==> config.mk <==
export PLATFORM = sky130hd
export DESIGN_NAME = lf_carrier_qualify_ctrl
export DESIGN_NICKNAME = d
export VERILOG_FILES = /design/src/hdl/lf_carrier_pkg.sv /design/src/hdl/lf_carrier_qualify_ctrl.sv
export SDC_FILE = /design/constraint.sdc
export NUM_CORES = 1
export LEC_CHECK = 0
export ABC_CLOCK_PERIOD_IN_PS = 3300
export BUFFER_PORTS_ARGS = -buffer_cell sky130_fd_sc_hd__buf_2
export CAP_MARGIN = 40
export CORE_MARGIN = 2
export CORE_UTILIZATION = 57
export CTS_CLUSTER_DIAMETER = 30
export CTS_CLUSTER_SIZE = 8
export DETAILED_ROUTE_END_ITERATION = 8
export PLACE_DENSITY = 0.92
export RECOVER_POWER = 50
export SLEW_MARGIN = 30
export SYNTH_ARGS = -nofsm -noshare
export SYNTH_HDL_FRONTEND = slang
export SYNTH_SLANG_ARGS = --single-unit
==> constraint.sdc <==
create_clock -name i_mclk -period 3.3 [get_ports i_mclk]
set_input_delay 0.66 -clock i_mclk [delete_from_list [all_inputs] [get_ports i_mclk]]
set_output_delay 0.66 -clock i_mclk [all_outputs]
set_load 0.02 [all_outputs]
==> src/hdl/lf_carrier_pkg.sv <==
// Package of register layout, codes and timing counts for the carrier qualify control.
package lf_carrier_pkg;
    // ********************************************************************
    // Register map.
    // ********************************************************************
    localparam logic [3:0] ctl3_addr        = 4'h0;
    localparam logic [3:0] status_addr      = 4'h4;
    localparam logic [3:0] aux_addr         = 4'h8;
    localparam int         det_out_pos      = 7;
    localparam int         toggle_pos       = 6;
    localparam int         preamble_hi      = 5;
    localparam int         preamble_lo      = 4;
    localparam int         qual_hi          = 3;
    localparam int         qual_lo          = 0;
    localparam int         status_cdf_pos   = 0;
    localparam int         status_valid_pos = 1;
    localparam int         status_mode_pos  = 2;
    localparam int         status_chain_pos = 3;
    localparam int         status_az_pos    = 4;
    localparam int         aux_irqen_pos    = 0;
    localparam int         aux_mode_pos     = 1;
    localparam int         aux_decoder_enable_pos    = 2;
    localparam int         aux_start_pos    = 3;
    localparam logic [7:0] ctl3_reset       = 8'h00;
    localparam logic [2:0] aux_reset        = 3'h0;
    // ********************************************************************
    // Qualify counts and auto-zero timing.
    // ********************************************************************
    localparam logic [1:0]  preamble_factory = 2'h0;
    localparam logic [10:0] base_periods     = 11'h008;
    localparam int          clk_mhz          = 40;
    localparam int          autozero_us      = 64;
    localparam int          autozero_period_us = 1000;
    localparam int          autozero_cycles  = autozero_us * clk_mhz;
    localparam int          az_period_cycles = autozero_period_us * clk_mhz;
    localparam logic [10:0] az_min_periods   = 11'h080;
    localparam logic [3:0]  qual_long_code   = 4'h8;
    typedef enum logic [2:0] {
        st_idle     = 3'b001,
        st_qualify  = 3'b010,
        st_valid    = 3'b100
    } qual_state_t;
endpackage

==> src/hdl/lf_carrier_qualify_ctrl.sv <==
// Carrier qualify control register and logic of the low-frequency wake-up receiver.
//
// The Wishbone slave port and the address map were decided locally.
`timescale 1ns/10ps
// Overview of operation
// - Bit 7 mirrors the live slicer output.
// - Bit 7 ignores writes and every reset.
// - Toggle enable inverts mode each sampling sequence.
// - First toggled sequence uses current mode select.
// - Bits 5:4 select 6T, 7.5T, 9T preamble.
// - Carrier mode qualify sets flag, optional interrupt.
// - Data mode keeps receive chain off until qualified.
// - After validation data mode ignores qualify time.
// - Receiver reset clears qualify time field.
// - Codes 0-7: carrier periods 8 doubling to 1024.
// - Codes 0-7: data mode needs 8 periods.
// - Qualify counts carrier periods, not local clocks.
// - Codes 8-15: both modes 8 doubling to 1024.
// - Data mode suppresses interrupt unless decoder disabled.
// - Long qualify: 64 us auto-zero every 1 ms.
module lf_carrier_qualify_ctrl
    import lf_carrier_pkg::*;
(
    input  wire logic        i_mclk,
    input  wire logic        i_rstn,
    input  wire logic        i_slicer_out,
    input  wire logic        i_carrier_period,
    input  wire logic        i_sampling_on,
    input  wire logic        i_sampling_done,
    input  wire logic        i_rx_reset,
    input  wire logic        i_wb_cyc,
    input  wire logic        i_wb_stb,
    input  wire logic        i_wb_we,
    input  wire logic [3:0]  i_wb_adr,
    input  wire logic [3:0]  i_wb_sel,
    input  wire logic [31:0] i_wb_dat,
    output logic      [31:0] o_wb_dat,
    output logic             o_wb_ack,
    output logic             o_carrier_irq,
    output logic             o_chain_power,
    output logic             o_carrier_mode,
    output logic             o_autozero,
    output logic      [1:0]  o_preamble_len
);
    import lf_carrier_pkg::*;

    // ********************************************************************
    // Reset release and qualify count decode.
    // ********************************************************************
    logic [1:0] rst_sync_reg;
    logic       rst_n;
    always_ff @(posedge i_mclk or negedge i_rstn) begin
        if (!i_rstn) begin
            rst_sync_reg <= 2'b00;
        end else begin
            rst_sync_reg <= {rst_sync_reg[0], 1'b1};
        end
    end
    assign rst_n = rst_sync_reg[1];

    // Returns the carrier periods needed for a code in the given mode.
    function automatic logic [10:0] periods_needed(input logic [3:0] code, input logic carrier);
        logic [10:0] n;
        n = base_periods << code[2:0];
        if (!carrier && !code[3]) begin
            n = base_periods;
        end
        return n;
    endfunction

    // ********************************************************************
    // Register file.
    // ********************************************************************
    logic       toggle_reg, toggle_next;
    logic [1:0] preamble_reg, preamble_next;
    logic [3:0] qual_reg, qual_next;
    logic [2:0] aux_reg, aux_next;
    logic       mode_reg, mode_next;
    logic       cdf_reg, cdf_next;
    logic       ack_reg, ack_next;
    logic [31:0] rdat_reg, rdat_next;
    logic       wr_hit, rd_hit, cdf_set;
    logic       slicer_reg;
    qual_state_t st_reg, st_next;
    logic       chain_reg, chain_next;
    logic       az_reg, az_next;
    logic       irq_reg, irq_next;

    assign wr_hit = i_wb_cyc && i_wb_stb && i_wb_we && !ack_reg;
    assign rd_hit = i_wb_cyc && i_wb_stb && !i_wb_we && !ack_reg;

    // The slicer copy has no reset so that no reset ever disturbs it.
    always_ff @(posedge i_mclk) begin
        slicer_reg <= i_slicer_out;
    end

    always_comb begin
        toggle_next   = toggle_reg;
        preamble_next = preamble_reg;
        qual_next     = qual_reg;
        aux_next      = aux_reg;
        mode_next     = mode_reg;
        cdf_next      = cdf_reg;
        ack_next      = rd_hit || wr_hit;
        rdat_next     = rdat_reg;
        if (wr_hit && i_wb_sel[0]) begin
            unique case (i_wb_adr)
                ctl3_addr: begin
                    toggle_next   = i_wb_dat[toggle_pos];
                    preamble_next = i_wb_dat[preamble_hi:preamble_lo];
                    qual_next     = i_wb_dat[qual_hi:qual_lo];
                end
                status_addr: begin
                    if (i_wb_dat[status_cdf_pos]) begin
                        cdf_next = 1'b0;
                    end
                end
                aux_addr: begin
                    aux_next  = i_wb_dat[aux_decoder_enable_pos:aux_irqen_pos];
                    mode_next = i_wb_dat[aux_mode_pos];
                end
                default: begin
                end
            endcase
        end
        // Mode flips on each sampling-done strobe; the first sequence keeps the held mode.
        if (toggle_reg && i_sampling_done) begin
            mode_next = ~mode_reg;
        end
        if (cdf_set) begin
            cdf_next = 1'b1;
        end
        if (i_rx_reset) begin
            qual_next = 4'h0;
        end
        if (rd_hit) begin
            rdat_next = 32'h0000_0000;
            unique case (i_wb_adr)
                ctl3_addr: rdat_next[7:0] = {slicer_reg, toggle_reg, preamble_reg, qual_reg};
                status_addr: begin
                    rdat_next[status_cdf_pos]   = cdf_reg;
                    rdat_next[status_valid_pos] = st_reg == st_valid;
                    rdat_next[status_mode_pos]  = mode_reg;
                    rdat_next[status_chain_pos] = chain_reg;
                    rdat_next[status_az_pos]    = az_reg;
                end
                aux_addr: rdat_next[aux_decoder_enable_pos:aux_irqen_pos] = {aux_reg[2], mode_reg, aux_reg[0]};
                default: begin
                end
            endcase
        end
    end

    always_ff @(posedge i_mclk or negedge rst_n) begin
        if (!rst_n) begin
            toggle_reg   <= ctl3_reset[toggle_pos];
            preamble_reg <= ctl3_reset[preamble_hi:preamble_lo];
            qual_reg     <= ctl3_reset[qual_hi:qual_lo];
            aux_reg      <= aux_reset;
            mode_reg     <= 1'b0;
            cdf_reg      <= 1'b0;
            ack_reg      <= 1'b0;
            rdat_reg     <= 32'h0000_0000;
        end else begin
            toggle_reg   <= toggle_next;
            preamble_reg <= preamble_next;
            qual_reg     <= qual_next;
            aux_reg      <= aux_next;
            mode_reg     <= mode_next;
            cdf_reg      <= cdf_next;
            ack_reg      <= ack_next;
            rdat_reg     <= rdat_next;
        end
    end

    // ********************************************************************
    // Carrier qualification.
    // ********************************************************************
    logic [10:0] cnt_reg, cnt_next;
    logic [10:0] need;
    logic        az_window, long_qual;
    logic [15:0] az_cnt_reg, az_cnt_next;
    logic        az_held_reg, az_held_next;

    assign need      = periods_needed(qual_reg, mode_reg);
    assign long_qual = need >= az_min_periods;
    assign az_window = az_cnt_reg < 16'(autozero_cycles);
    assign cdf_set   = st_reg == st_qualify && st_next == st_valid && mode_reg;

    always_comb begin
        st_next      = st_reg;
        cnt_next     = cnt_reg;
        chain_next   = chain_reg;
        az_next      = 1'b0;
        az_held_next = az_held_reg;
        irq_next     = 1'b0;
        az_cnt_next  = (az_cnt_reg == 16'(az_period_cycles - 1)) ? 16'h0000 : az_cnt_reg + 16'h0001;
        unique case (st_reg)
            st_idle: begin
                cnt_next   = 11'h000;
                chain_next = 1'b0;
                az_cnt_next = 16'(autozero_cycles);
                if (i_sampling_on) begin
                    st_next = st_qualify;
                end
            end
            st_qualify: begin
                if (long_qual && az_window) begin
                    az_next      = 1'b1;
                    az_held_next = 1'b1;
                end else if (az_held_reg) begin
                    az_held_next = 1'b0;
                    if (!slicer_reg) begin
                        cnt_next = 11'h000;
                    end
                end else if (!slicer_reg) begin
                    cnt_next = 11'h000;
                end else if (i_carrier_period) begin
                    cnt_next = cnt_reg + 11'h001;
                end
                if (cnt_reg >= need) begin
                    st_next = st_valid;
                end
                if (i_sampling_done) begin
                    st_next = st_idle;
                end
            end
            st_valid: begin
                // The qualify code no longer matters once validated.
                chain_next = !mode_reg;
                if (i_sampling_done) begin
                    st_next = st_idle;
                end
            end
            default: st_next = st_idle;
        endcase
        irq_next = cdf_reg && aux_reg[aux_irqen_pos] && (mode_reg || !aux_reg[aux_decoder_enable_pos]);
        if (i_rx_reset) begin
            st_next = st_idle;
        end
    end

    always_ff @(posedge i_mclk or negedge rst_n) begin
        if (!rst_n) begin
            st_reg      <= st_idle;
            cnt_reg     <= 11'h000;
            chain_reg   <= 1'b0;
            az_reg      <= 1'b0;
            az_held_reg <= 1'b0;
            irq_reg     <= 1'b0;
            az_cnt_reg  <= 16'h0000;
        end else begin
            st_reg      <= st_next;
            cnt_reg     <= cnt_next;
            chain_reg   <= chain_next;
            az_reg      <= az_next;
            az_held_reg <= az_held_next;
            irq_reg     <= irq_next;
            az_cnt_reg  <= az_cnt_next;
        end
    end

    assign o_wb_dat       = rdat_reg;
    assign o_wb_ack       = ack_reg;
    assign o_carrier_irq  = irq_reg;
    assign o_chain_power  = chain_reg;
    assign o_carrier_mode = mode_reg;
    assign o_autozero     = az_reg;
    assign o_preamble_len = preamble_reg;

    // ********************************************************************
    // Checks.
    // ********************************************************************
    a_chain_off_qual: assert property (@(posedge i_mclk) disable iff (!rst_n)
        (st_reg != st_valid) |-> ##1 !chain_reg || st_reg == st_valid)
        else $error("Receive chain powered before carrier validated.");
    a_mode_toggle: assert property (@(posedge i_mclk) disable iff (!rst_n)
        (toggle_reg && i_sampling_done && !wr_hit) |=> mode_reg != $past(mode_reg))
        else $error("Carrier mode did not toggle.");
    a_mode_fixed: assert property (@(posedge i_mclk) disable iff (!rst_n)
        (!toggle_reg && !(wr_hit && i_wb_adr == aux_addr)) |=> $stable(mode_reg))
        else $error("Carrier mode changed without toggle.");
    a_qual_clear: assert property (@(posedge i_mclk) disable iff (!rst_n)
        i_rx_reset |=> qual_reg == 4'h0)
        else $error("Qualify time not cleared by receiver reset.");
    a_flag_set: assert property (@(posedge i_mclk) disable iff (!rst_n)
        cdf_set |=> cdf_reg)
        else $error("Carrier flag not set on qualify.");
    a_data_irq: assert property (@(posedge i_mclk) disable iff (!rst_n)
        (!mode_reg && aux_reg[aux_decoder_enable_pos]) |=> !irq_reg)
        else $error("Interrupt raised in data mode with decoder on.");
    a_drop_restart: assert property (@(posedge i_mclk) disable iff (!rst_n)
        (st_reg == st_qualify && !slicer_reg && !az_next && !az_held_reg) |=> cnt_reg == 11'h000)
        else $error("Counter kept running after carrier drop.");
    a_data_need: assert property (@(posedge i_mclk) disable iff (!rst_n)
        (!mode_reg && !qual_reg[3]) |-> need == base_periods)
        else $error("Data mode count not fixed at eight.");
endmodule // lf_carrier_qualify_ctrl

==> flow_summary_export.csv <==
group,metric,value,unit
worst_setup_path,path_cells,"o21a_1 > nand3_1 > ha_1 > nand4_1 > a211oi_1 > nor3_1 > o41ai_1",
sta,rsz0062_at_grt,"false",
yosys,synth_area,0.00321,mm2
sta,finalCriticalPeriod,2.54,ns
cts,cts.sinks,57,
sta,fmax,394,MHz
drt,drt_iter0_drc,177,
yosys,ys_ff_latch,57,
global_routing,grt_pass1_wl,11.6,mm
run_status,status,"complete, no violations",
floorplanning,die-area,0.00625,mm2
yosys,syn-mean-instance-area,9.78,um2
floorplanning,initial_core_util,0.586,
sta,clock_skew,0.0105,ns
yosys,synth.most_common_cell,"dfrtp_1",
worst_setup_path,path_class,"register to register",
sta,relSlewSlack,0.130,
drt,dr_total_vias,2598,
floorplanning,die_x,79.0,um
sta,hold_viol_final,0,
yosys,ys_seq_area_frac,0.443,
sta,post-route-period-util,0.769,
worst_setup_path,path_max_fanout,9,
global_routing,grtUsageTotal,0.247,
cts,cts_tree,"yes",
worst_setup_path,cp.buffers_inverters,0,
floorplanning,placementRows,27,
floorplanning,dieHeight,79.0,um
drt,drt-total-wl,7.35,mm
cts,clkLatencyLatePin,0.35,ns
yosys,yosysTopAreaCellShare,0.429,
flow_run,maxCapViolCount,0,
yosys,synth.area.top_cells,"dfrtp_1 (43%), buf_4 (5.6%), ha_1 (4.3%)",
worst_setup_path,startpoint_type,"register",
placement,port_buffers,36,
global_routing,gr-total-overflow,0,
yosys,synth_edf_count,0,
yosys,synthFlopType,"dfrtp_1",
placement,dp_hpwl,5.19,mm
sta,setup-violations-final,0,
cts,path_clk_slew,0.07,ns
sta,tightest_slew,1.30,ns
cts,clockRootBuffer,"clkbuf_8",
power_and_ir_drop,cellPowerDensity,446,mW/mm2
drt,drc_errors,0,
floorplanning,ioPinCount,89,
worst_setup_path,crit_family,"compound AO/OA/AOI/OAI gates",
cts,cts_buffer_depth,2,
sta,whs,0.0857,ns
sta,drv_slew,0,
sta,setup_tns,0,ns
global_routing,antenna_found_initial,0,
drt,antenna_left,0,
floorplanning,core,0.00547,mm2
placement,detailedPlace.worstSlack,0.942,ns
placement,gp_congestion,0.812,
power_and_ir_drop,power,1.58,mW
yosys,yosysTopAreaCell,"dfrtp_1",
cells_and_area,fin_nets,429,
cells_and_area,area_delta_synth_final,10.8,%
yosys,yosysUniqueCellTypes,52,
worst_setup_path,r2r_cells,7,
drt,wl_per_cell,16.5,um
drt,dr.pass1.iters,4,
yosys,synth_commonest_cells,"dfrtp_1 (55), nor2_1 (33), buf_4 (24), nand2_1 (24), inv_1 (16)",
cells_and_area,largest_register_ffs,16,
global_routing,grt_pass1_vias,2470,
worst_setup_path,slowest_stage,"dfrtp_1",
hold_path,hold_class,"input port to async pin",
cts,postCtsResizedCells,0,
worst_setup_path,worst-path-stages,7,
cts,ctsHtreeMaxLevel,3,
cells_and_area,layout-drive-gt1-share,0.185,
worst_setup_path,cp-end-kind,"register",
worst_setup_path,worstPathArrival,2.73,ns
yosys,postSynth.asyncResetShare,0.982,
sta,worst_slack,0.761,ns
cts,cts_setup_buffers,0,
cts,cts_hold_buf,0,
cells_and_area,antennaDiodeCount,0,
power_and_ir_drop,p_leak,1.63,nW
yosys,ys_warn_count,0,
worst_setup_path,cpPeakStageDelay,0.53,ns
power_and_ir_drop,ir_worst_vdd,236,uV
yosys,synth_cells,328,
global_routing,grt_max_degree,31,
cells_and_area,fillerInstances,437,
drt,routed_via_density,5.84,
worst_setup_path,crit_required,3.49,ns
cts,cts_made_buffers,9,
[worst register-to-register path, stage by stage (launching register included)]
cell and delay [ns]:
dfrtp_1 0.53, o21a_1 0.27, nand3_1 0.11, ha_1 0.30
nand4_1 0.12, a211oi_1 0.47, nor3_1 0.16, o41ai_1 0.43
[power breakdown]
part / internal (mW) / switching (mW)
sequential: 0.722 / 0.0387
clock: 0.368 / 0.285
combinational: 0.0556 / 0.116
total: 1.14 / 0.440
[final cells by class]
class                           count  area, um2  area share
Clock buffer                       11        141      0.0398
Clock inverter                      5       56.3      0.0158
Inverter                           16       60.1      0.0169
Multi-Input combinational cell    245       1590       0.447
Sequential cell                    57       1420       0.400
Tap cell                           72       90.1      0.0253
Timing Repair Buffer               39        198      0.0556
[per-layer routing]
| metal | GRT usage | up-vias | wire length (um) |
|---|---|---|---|
| met4 | 0.147 | 0 | 240 |
| li1 | - | 1209 | - |
| met5 | 0 | - | 0 |
| met1 | 0.296 | 1252 | 3040 |
| met2 | 0.407 | 113 | 3600 |
| met3 | 0.0534 | 24 | 461 |
[cells by family (layout without fill, tap and decap cells)]
logic type	after synthesis	after routing	share of synthesized area
other	2	25	0.00234
muxes	16	16	0.0519
AOI/OAI and AO/OA	55	55	0.128
adders and majority gates	11	11	0.0429
and+or+nand+nor	126	126	0.210
xor gates and xnor gates	12	12	0.0328
DFF	57	57	0.443
buffers and inverters	49	71	0.0889
[through the flow]
step                      utilization  cells  area (um2)
after floorplan                     -    351        3300
final                           0.650    445        3560
after global routing            0.650    445        3560
after detailed placement        0.615    429        3360
after CTS                       0.651    445        3560
after global placement          0.615    429        3360
[placed cells by master (no fill, tap or decap), types with 3 or more instances in the layout]
cell type  count
nor2_1        33
mux2_2         5
dfrtp_1       55
a221o_1        6
buf_2         35
nand2_1       24
xor2_1         3
conb_1        25
clkbuf_1       3
a21oi_1        9
or3_1          8
clkbuf_8      10
nor2b_1        4
a221oi_1       5
xnor2_1        9
nand3_1       14
mux2i_1       11
a211oi_1       4
nor4_1         4
nand4_1        6
o21ai_0        7
nor3_1         8
and3_1         6
a22o_1         7
or3b_2         4
o22ai_1        3
inv_1         16
ha_1          11
[path summary, 6_finish.rpt]
check                           startpoint               to  slack, ns
max                         o_carrier_mode          cdf_reg       0.76
min                                 i_rstn  rst_sync_reg[1]       0.09
max reg2reg                 o_carrier_mode          cdf_reg       0.76
min reg2reg                rst_sync_reg[0]  rst_sync_reg[1]       0.35
max in group asynchronous  rst_sync_reg[1]       cnt_reg[0]       1.02
min in group i_mclk        rst_sync_reg[0]  rst_sync_reg[1]       0.35
Power figures use the tool's default switching activity.
